--- config.mk ---
export PLATFORM = sky130hd
export DESIGN_NAME = flwf_top
export DESIGN_NICKNAME = d
export VERILOG_FILES = /design/src/hw/flwf_pkg.sv /design/src/hw/flwf_mem.sv /design/src/hw/flwf_alert.sv /design/src/hw/flwf_top.sv
export SDC_FILE = /design/constraint.sdc
export NUM_CORES = 2
export LEC_CHECK = 0
export CORE_MARGIN = 2
export CORE_UTILIZATION = 65
export DETAILED_ROUTE_END_ITERATION = 8
export DONT_BUFFER_PORTS = 1
export GPL_ROUTABILITY_DRIVEN = 0
export MAX_ROUTING_LAYER = met4
export PLACE_DENSITY_LB_ADDON = 0.05
export REMOVE_ABC_BUFFERS = 1
export SLEW_MARGIN = 15
export SYNTH_ARGS = -nofsm -noshare
export SYNTH_HDL_FRONTEND = slang
export SYNTH_SLANG_ARGS = --single-unit
--- constraint.sdc ---
create_clock -name clk_sys -period 10.2 [get_ports clk_sys]
set_input_delay 0 -clock clk_sys [delete_from_list [all_inputs] [get_ports clk_sys]]
set_output_delay 0 -clock clk_sys [all_outputs]
set_load 0.005 [all_outputs]
--- src/hw/flwf_pkg.sv ---
// constants shared by the byte-buffer level and alert logic
// assumes one clock, clk_sys at 25 MHz, and synchronous reset srst
//
// Functional notes
// - fill count readable; each write adds one byte, each read removes one.
// - in 512-byte mode the count's high bits also read from the control register.
// - almost-full flag set when free space is at or below the threshold.
// - almost-empty flag set when fill count is at or below the threshold.
// - one threshold serves both flags, from the top and from the bottom.
// - threshold is control bit 2 as high part, watermark register as low byte.
// - a write into a full buffer sets overflow and the error interrupt status.
// - almost-empty enable lets a rising almost-empty flag raise the interrupt pin.
// - almost-full enable lets a rising almost-full flag raise the interrupt pin.
// - writing 1 to flush resets pointers and clears the fill count.
// - buffer size is 512 when size-select is 0, 255 when it is 1.
package flwf_pkg;

  localparam int DATA_W = 8;
  localparam int PTR_W = 9;
  localparam int CNT_W = 10;
  localparam int MEM_DEPTH = 512;
  localparam int PADDR_W = 12;

  localparam logic [CNT_W-1:0] DEPTH_FULL = 10'h200;
  localparam logic [CNT_W-1:0] DEPTH_SMALL = 10'h0ff;

  // register indices; byte address is four times the index
  localparam logic [7:0] IDX_CTRL = 8'h02;
  localparam logic [7:0] IDX_WMARK = 8'h03;
  localparam logic [7:0] IDX_COUNT = 8'h04;
  localparam logic [7:0] IDX_DATA = 8'h05;
  localparam logic [7:0] IDX_IRQST = 8'h06;
  localparam logic [7:0] IDX_IRQEN = 8'h07;

  // control register fields
  localparam int CTRL_FLUSH = 0;
  localparam int CTRL_SIZE = 1;
  localparam int CTRL_WMHI = 2;
  localparam int CTRL_HI = 3;
  localparam int CTRL_LO = 4;
  localparam int CTRL_OVF = 5;
  localparam int CTRL_CNTHI = 6;

  // interrupt status and enable fields
  localparam int IRQ_N = 3;
  localparam int IRQ_ERR = 0;
  localparam int IRQ_LO = 1;
  localparam int IRQ_HI = 2;

  localparam logic CTRL_SIZE_RST = 1'b0;
  localparam logic CTRL_WMHI_RST = 1'b0;
  localparam logic [7:0] WMARK_RST = 8'h00;
  localparam logic [IRQ_N-1:0] IRQEN_RST = 3'h0;
  localparam logic [IRQ_N-1:0] IRQST_RST = 3'h0;

endpackage : flwf_pkg

--- src/hw/flwf_mem.sv ---
// byte storage for the shared buffer, registered read data
// assumes one write port and one read port on clk_sys
`timescale 1ns/1ps
`default_nettype none
module flwf_mem
  import flwf_pkg::*;
(
  input wire logic clk_sys,
  input wire logic we,
  input wire logic [PTR_W-1:0] wrAddr,
  input wire logic [DATA_W-1:0] wrData,
  input wire logic [PTR_W-1:0] rdAddr,
  output logic [DATA_W-1:0] rdData
);

  logic [DATA_W-1:0] mem [MEM_DEPTH];

  // forwarding keeps rdData equal to the head byte when it is written now
  always_ff @(posedge clk_sys) begin
    if (we) begin
      mem[wrAddr] <= wrData;
    end
    if (we && (wrAddr == rdAddr)) begin
      rdData <= wrData;
    end else begin
      rdData <= mem[rdAddr];
    end
  end

endmodule : flwf_mem
`default_nettype wire

--- src/hw/flwf_alert.sv ---
// almost-full and almost-empty comparators for the buffer level
// assumes count, size select and threshold are registered upstream
`timescale 1ns/1ps
`default_nettype none
module flwf_alert
  import flwf_pkg::*;
(
  input wire logic [CNT_W-1:0] count,
  input wire logic [CNT_W-1:0] depth,
  input wire logic [PTR_W-1:0] threshold,
  output logic almostFull,
  output logic almostEmpty
);

  logic [CNT_W-1:0] freeSpace;
  logic [CNT_W-1:0] thresholdWide;

  // clamp: a size change with more bytes stored than fit must not wrap
  assign freeSpace = (count >= depth) ? '0 : depth - count;
  assign thresholdWide = {1'b0, threshold};
  assign almostFull = freeSpace <= thresholdWide;
  assign almostEmpty = count <= thresholdWide;

endmodule : flwf_alert
`default_nettype wire

--- src/hw/flwf_top.sv ---
// level, watermark and alert logic of the shared byte buffer
// assumes an APB master on clk_sys and a command engine on the sm ports
//
// Our own choice: the APB interface to the registers.
`timescale 1ns/1ps
`default_nettype none
module flwf_top
  import flwf_pkg::*;
(
  input wire logic clk_sys,
  input wire logic srst,
  input wire logic psel,
  input wire logic penable,
  input wire logic pwrite,
  input wire logic [PADDR_W-1:0] paddr,
  input wire logic [31:0] pwdata,
  output logic [31:0] prdata,
  output logic pready,
  output logic pslverr,
  input wire logic smPushValid,
  input wire logic [DATA_W-1:0] smPushData,
  input wire logic smPopReq,
  output logic [DATA_W-1:0] smPopData,
  output logic smReady,
  output logic smEmpty,
  output logic smFull,
  output logic irq
);

  // ****************************************
  // helpers
  // ****************************************

  function automatic logic regIs(
    input logic [PADDR_W-1:0] a,
    input logic [7:0] idx
  );
    regIs = (a[PADDR_W-1:10] == 2'h0) && (a[1:0] == 2'h0) && (a[9:2] == idx);
  endfunction : regIs

  function automatic logic [PTR_W-1:0] ptrStep(
    input logic [PTR_W-1:0] ptr,
    input logic [CNT_W-1:0] depth
  );
    logic [CNT_W-1:0] last;
    last = depth - 10'h001;
    if ({1'b0, ptr} >= last) begin
      ptrStep = '0;
    end else begin
      ptrStep = ptr + 9'h001;
    end
  endfunction : ptrStep

  // ****************************************
  // state
  // ****************************************

  logic [CNT_W-1:0] count_q, count_d;
  logic [PTR_W-1:0] wrPtr_q, wrPtr_d;
  logic [PTR_W-1:0] rdPtr_q, rdPtr_d;
  logic sizeSel_q;
  logic wmHi_q;
  logic [7:0] wmLo_q;
  logic ovf_q, ovf_d;
  logic hiPrev_q, loPrev_q;
  logic [IRQ_N-1:0] irqSt_q, irqSt_d;
  logic [IRQ_N-1:0] irqEn_q;
  logic [31:0] prdata_q, prdata_d;

  // ****************************************
  // bus decode
  // ****************************************

  logic setup;
  logic done;
  logic hitCtrl, hitWmark, hitCount, hitData, hitIrqSt, hitIrqEn;
  logic mapped;
  logic wrDone;
  logic rdDone;

  assign setup = psel && !penable;
  assign done = psel && penable;
  assign hitCtrl = regIs(paddr, IDX_CTRL);
  assign hitWmark = regIs(paddr, IDX_WMARK);
  assign hitCount = regIs(paddr, IDX_COUNT);
  assign hitData = regIs(paddr, IDX_DATA);
  assign hitIrqSt = regIs(paddr, IDX_IRQST);
  assign hitIrqEn = regIs(paddr, IDX_IRQEN);
  assign mapped = hitCtrl | hitWmark | hitCount | hitData | hitIrqSt | hitIrqEn;
  assign wrDone = done && pwrite && mapped;
  assign rdDone = done && !pwrite && mapped;

  // read data is fetched in setup, so every access ends in one access cycle
  assign pready = 1'b1;
  assign pslverr = done && !mapped;
  assign prdata = prdata_q;

  // ****************************************
  // buffer traffic
  // ****************************************

  logic [CNT_W-1:0] depth;
  logic full;
  logic empty;
  logic hostPush, hostPop;
  logic smPush, smPop;
  logic push, pop;
  logic pushOk, popOk;
  logic flush;
  logic ovfEv;
  logic [DATA_W-1:0] pushData;
  logic [DATA_W-1:0] headByte;

  assign depth = sizeSel_q ? DEPTH_SMALL : DEPTH_FULL;
  assign full = count_q >= depth;
  assign empty = count_q == '0;

  // engine yields while the host addresses the data port
  assign smReady = !(psel && hitData);
  assign smEmpty = empty;
  assign smFull = full;
  assign smPopData = headByte;

  assign hostPush = done && pwrite && hitData;
  assign hostPop = done && !pwrite && hitData;
  assign smPush = smPushValid && smReady;
  assign smPop = smPopReq && smReady;
  assign push = hostPush || smPush;
  assign pop = hostPop || smPop;
  assign pushData = hostPush ? pwdata[DATA_W-1:0] : smPushData;

  assign flush = wrDone && hitCtrl && pwdata[CTRL_FLUSH];
  // flush wins over a same-cycle engine byte
  assign pushOk = push && !full && !flush;
  assign popOk = pop && !empty && !flush;
  assign ovfEv = push && full && !flush;

  always_comb begin
    count_d = count_q;
    wrPtr_d = wrPtr_q;
    rdPtr_d = rdPtr_q;
    if (flush) begin
      count_d = '0;
      wrPtr_d = '0;
      rdPtr_d = '0;
    end else begin
      if (pushOk) begin
        wrPtr_d = ptrStep(wrPtr_q, depth);
      end
      if (popOk) begin
        rdPtr_d = ptrStep(rdPtr_q, depth);
      end
      if (pushOk && !popOk) begin
        count_d = count_q + 10'h001;
      end else if (popOk && !pushOk) begin
        count_d = count_q - 10'h001;
      end
    end
  end

  flwf_mem u_mem (
    .clk_sys(clk_sys),
    .we(pushOk),
    .wrAddr(wrPtr_q),
    .wrData(pushData),
    .rdAddr(rdPtr_d),
    .rdData(headByte)
  );

  // ****************************************
  // alerts
  // ****************************************

  logic [PTR_W-1:0] threshold;
  logic almost_full_flag;
  logic almost_empty_flag;
  logic hiRise;
  logic loRise;

  // the high threshold bit still counts in 255-byte mode
  assign threshold = {wmHi_q, wmLo_q};

  // combinational from the count, so flags track every push, pop and flush
  flwf_alert u_alert (
    .count(count_q),
    .depth(depth),
    .threshold(threshold),
    .almostFull(almost_full_flag),
    .almostEmpty(almost_empty_flag)
  );

  assign hiRise = almost_full_flag && !hiPrev_q;
  assign loRise = almost_empty_flag && !loPrev_q;

  // ****************************************
  // interrupt status
  // ****************************************

  logic [IRQ_N-1:0] irqEv;
  logic [IRQ_N-1:0] irqClr;
  logic stRead;

  assign irqEv[IRQ_ERR] = ovfEv;
  assign irqEv[IRQ_LO] = loRise;
  assign irqEv[IRQ_HI] = hiRise;
  assign stRead = rdDone && hitIrqSt;
  // only bits the reader actually saw are cleared
  assign irqClr = stRead ? prdata_q[IRQ_N-1:0] : '0;

  genvar gi;
  generate
    for (gi = 0; gi < IRQ_N; gi++) begin : g_st
      // set wins over the read clear
      assign irqSt_d[gi] = irqEv[gi] | (irqSt_q[gi] & ~irqClr[gi]);
    end
  endgenerate

  assign irq = |(irqSt_q & irqEn_q);

  // flush wins: a push into a full buffer in the flush cycle does not set overflow
  assign ovf_d = ovfEv | (ovf_q & ~flush);

  // ****************************************
  // read mux
  // ****************************************

  logic [7:0] ctrlView;

  assign ctrlView = {count_q[CNT_W-1:8], ovf_q, almost_empty_flag, almost_full_flag,
                     wmHi_q, sizeSel_q, 1'b0};

  always_comb begin
    prdata_d = '0;
    if (hitCtrl) begin
      prdata_d[7:0] = ctrlView;
    end else if (hitWmark) begin
      prdata_d[7:0] = wmLo_q;
    end else if (hitCount) begin
      prdata_d[7:0] = count_q[7:0];
    end else if (hitData) begin
      prdata_d[DATA_W-1:0] = headByte;
    end else if (hitIrqSt) begin
      prdata_d[IRQ_N-1:0] = irqSt_q;
    end else if (hitIrqEn) begin
      prdata_d[IRQ_N-1:0] = irqEn_q;
    end
  end

  // ****************************************
  // registers
  // ****************************************

  always_ff @(posedge clk_sys) begin
    if (srst) begin
      count_q <= '0;
      wrPtr_q <= '0;
      rdPtr_q <= '0;
    end else begin
      count_q <= count_d;
      wrPtr_q <= wrPtr_d;
      rdPtr_q <= rdPtr_d;
    end
  end

  always_ff @(posedge clk_sys) begin
    if (srst) begin
      sizeSel_q <= CTRL_SIZE_RST;
      wmHi_q <= CTRL_WMHI_RST;
    end else if (wrDone && hitCtrl) begin
      sizeSel_q <= pwdata[CTRL_SIZE];
      wmHi_q <= pwdata[CTRL_WMHI];
    end
  end

  always_ff @(posedge clk_sys) begin
    if (srst) begin
      wmLo_q <= WMARK_RST;
    end else if (wrDone && hitWmark) begin
      wmLo_q <= pwdata[7:0];
    end
  end

  always_ff @(posedge clk_sys) begin
    if (srst) begin
      irqEn_q <= IRQEN_RST;
    end else if (wrDone && hitIrqEn) begin
      irqEn_q <= pwdata[IRQ_N-1:0];
    end
  end

  // empty at reset, so almost-empty counts as already high
  always_ff @(posedge clk_sys) begin
    if (srst) begin
      hiPrev_q <= 1'b0;
      loPrev_q <= 1'b1;
      ovf_q <= 1'b0;
      irqSt_q <= IRQST_RST;
    end else begin
      hiPrev_q <= almost_full_flag;
      loPrev_q <= almost_empty_flag;
      ovf_q <= ovf_d;
      irqSt_q <= irqSt_d;
    end
  end

  always_ff @(posedge clk_sys) begin
    if (srst) begin
      prdata_q <= '0;
    end else if (setup) begin
      prdata_q <= prdata_d;
    end
  end

endmodule : flwf_top
`default_nettype wire

==> results.yml <==
timing:
  maxClockFrequency_ghz: 0.151
  clock-skew-final_ns: 0.0577
  min_period_ns: 6.62
  finalSetupViolCount: 0
  maxSlewViolCount: 4
  hold_violations: 0
  fin_crit_sh_pct: 64.9
  max_slew_margin_pct: -0.0349
  rsz0062_at_grt: "no"
  worst_pin_slew_ns: 1.50
clock_network:
  cts_setup_buffers: 0
  clkTransAtPathRegs_ns: 0.06
  hold_buffers: 62
  clock_path_buffers: 4
  cts_resized: 0
  numCtsBuffers: 418
  clkLatencyLatePin_ns: 0.99
  cts_root_buf: "clkbuf_16"
  cts_tree: "yes"
  htreeDepth: 5
  cts_sinks: 4160
synth:
  ys_seq_elements: 4160
  synth.largest_area_cell: "edfxtp_1"
  synth-seq-area-share_pct: 76.1
  async_flop_share_pct: 0
  synth_top_cells_by_area: "edfxtp_1, mux4_2, mux2i_1, nor2_1, dfxtp_1"
  synth-edff-count: 4096
  synth_top_cell_area_share_pct: 75.3
  syn_inst: 7849
  synth_cell_types: 69
  synth_ff_type: "edfxtp_1"
  syn_avg_cell_area_um2: 20.8
  synth_warnings: 0
  syn-cell-area_um2: 163000
route:
  drtAntennaViolNets: 0
  routed_wl_um: 437000
  vias: 83500
  drt_pre_antenna_iters: 6
  drtIter0Drc: 13200
  wire_per_inst_um: 37.3
  drc_errors: 0
  vias_per_cell: 7.13
worst_setup_path:
  worstPathCellList: "buf_12 > buf_4 > mux4_2 > a221oi_1 > o22ai_1 > nor4_1 > o22ai_1 > a221o_1 > nand2_1 > a311oi_1 > dlygate4sd3_1"
  cp_top_family: "compound AO/OA/AOI/OAI gates"
  cp_slowest_stage_delay_ns: 1.00
  path_buf_inv: 3
  worst_path_max_delay_cell: "dfxtp_4"
  crit_type: "flip-flop to flip-flop"
  cp.arrival_ns: 7.45
  cp_common_cell: "o22ai_1"
  critPathCaptureType: "flip-flop"
  crit_path_max_fanout: 63
  worstPathRequired_ns: 11.03
  start_kind: "flip-flop"
placement:
  place_area_um2: 167000
  hpwl_um: 252000
  dp_cells: 10900
  port_buffers: 0
hold_path:
  hold_path.class: "primary input to flip-flop"
grt:
  grt_max_degree: 209
  grt_usage_pct: 35.5
  grt_pass1_vias: 80800
  grt_pass1_wl_um: 612000
  grt-ovfl-total: 0
  antenna_found_initial: 25
die:
  initial_core_util_pct: 65.2
  io_pins: 105
  rows: 184
  die-area_um2: 255000
  die_w_um: 505
  die_h_um: 505
  core_um2: 250000
run_status:
  outcome: "finished with violations"
  violations: "max-slew violations"
job:
  maxCapViolCount: 0
power:
  p_per_area_nw_per_um2: 235
  peakVddDrop_mv: 0.182
  power_leakage_uw: 0.0555
  power_uw: 42600
finish:
  nets: 8113
  layoutNonFillerInstCount: 11700
  drive_gt1_share_pct: 22.3
  syn2layout_area_growth_pct: 10.9
  stdcell_area_um2: 181000
registers in the layout, indices dropped and copies added (netlist names), named ones only:
signal     count
hiPrev_q       1
u_mem.mem   4096
wmLo_q         8
loPrev_q       1
irqSt_q        3
count_q       10
prdata         8
ovf_q          1
wrPtr_q        9
wmHi_q         1
irqEn_q        3
rdPtr_q        9
sizeSel_q      1
worst register-to-register path, delay by kind of cell (launching register included):
| family | cells | cell delay [ns] |
|---|---|---|
| AOI/OAI and AO/OA | 5 | 2.16 |
| muxes | 1 | 0.51 |
| buffers and inverters | 3 | 1.90 |
| and+or+nand+nor | 2 | 0.96 |
| DFF | 1 | 1.00 |
synthesized netlist by cell type, types with 64 or more instances:
master	instances
a21oi_1	96
mux4_2	988
mux2i_1	364
a22oi_1	121
dfxtp_1	64
buf_2	180
buf_4	87
clkbuf_1	192
nor2_1	608
mux2_2	71
nand3_1	72
edfxtp_1	4096
nand2_1	190
stage by stage:
stage,hold slack [ns],setup slack [ns],TNS (ns),utilization [%]
4_1_cts,0.0208,3.89,0,72.3
3_3_place_gp,0.0763,4.11,0,66.6
2_1_floorplan,0.0691,-35.15,-526.93,-
3_5_place_dp,0.0781,4.04,0,66.6
6_report,0.128,3.58,0,72.3
5_1_grt,0.155,3.64,0,72.3
layout by cell type, fill, tap and decap left out, types with 71 or more instances in the layout:
master     Yosys  routed
a21oi_1       96      96
a22oi_1      121     121
buf_4         87     133
clkbuf_1     192      71
clkbuf_16      0     423
clkinv_1       3     106
edfxtp_1    4096    4096
mux2i_1      364     364
mux4_2       988     988
nand2_1      190     172
nand3_1       72      72
nor2_1       608     601
area by class of cell:
| class | instances | area [um^2] |
|---|---|---|
| inverter | 48 | 193 |
| antenna | 30 | 75.1 |
| sequential | 4160 | 124000 |
| tap | 3348 | 4190 |
| multi-input combinational | 3161 | 36800 |
| clock inverter | 250 | 2610 |
| clock buffer | 494 | 10900 |
| fill | 14700 | 69400 |
| timing repair buffer | 217 | 2070 |
power breakdown:
group | internal (uW) | switching (uW)
clock network | 8940 | 6290
logic | 3660 | 4740
registers | 18800 | 134
total | 31400 | 11200
layer usage:
layer	up-vias	part of all wire [%]	GRT usage, %
met5	-	0	-
met1	44100	37	50.0
met3	915	12	9.21
met2	5585	47	51.5
li1	32900	-	-
met4	0	3.9	12.0
path summary, 6_finish.rpt:
check / start / endpoint / slack [ns] / cells after the start
max: flip-flop / prdata[3]$_SDFFE_PP0P_ / 3.58 / 11
min: paddr[7] / flip-flop / 0.13 / 5
max reg2reg: flip-flop / prdata[3]$_SDFFE_PP0P_ / 3.58 / 11
min reg2reg: ovf_q$_SDFF_PP0_ / ovf_q$_SDFF_PP0_ / 0.49 / 2
cell families after synthesis:
kind of cell | count (synthesis) | share of synthesized area [%]
AO/OA/AOI/OAI | 595 | 2.63
XOR/XNOR | 27 | 0.145
adder cells (fa/ha/maj) | 48 | 0.377
buffers and inverters | 551 | 1.64
flip-flops | 4160 | 76.1
multiplexers | 1423 | 16.3
other | 2 | 0.00460
AND/OR/NAND/NOR | 1043 | 2.74
No activity file was read; power rests on OpenSTA's default activity.
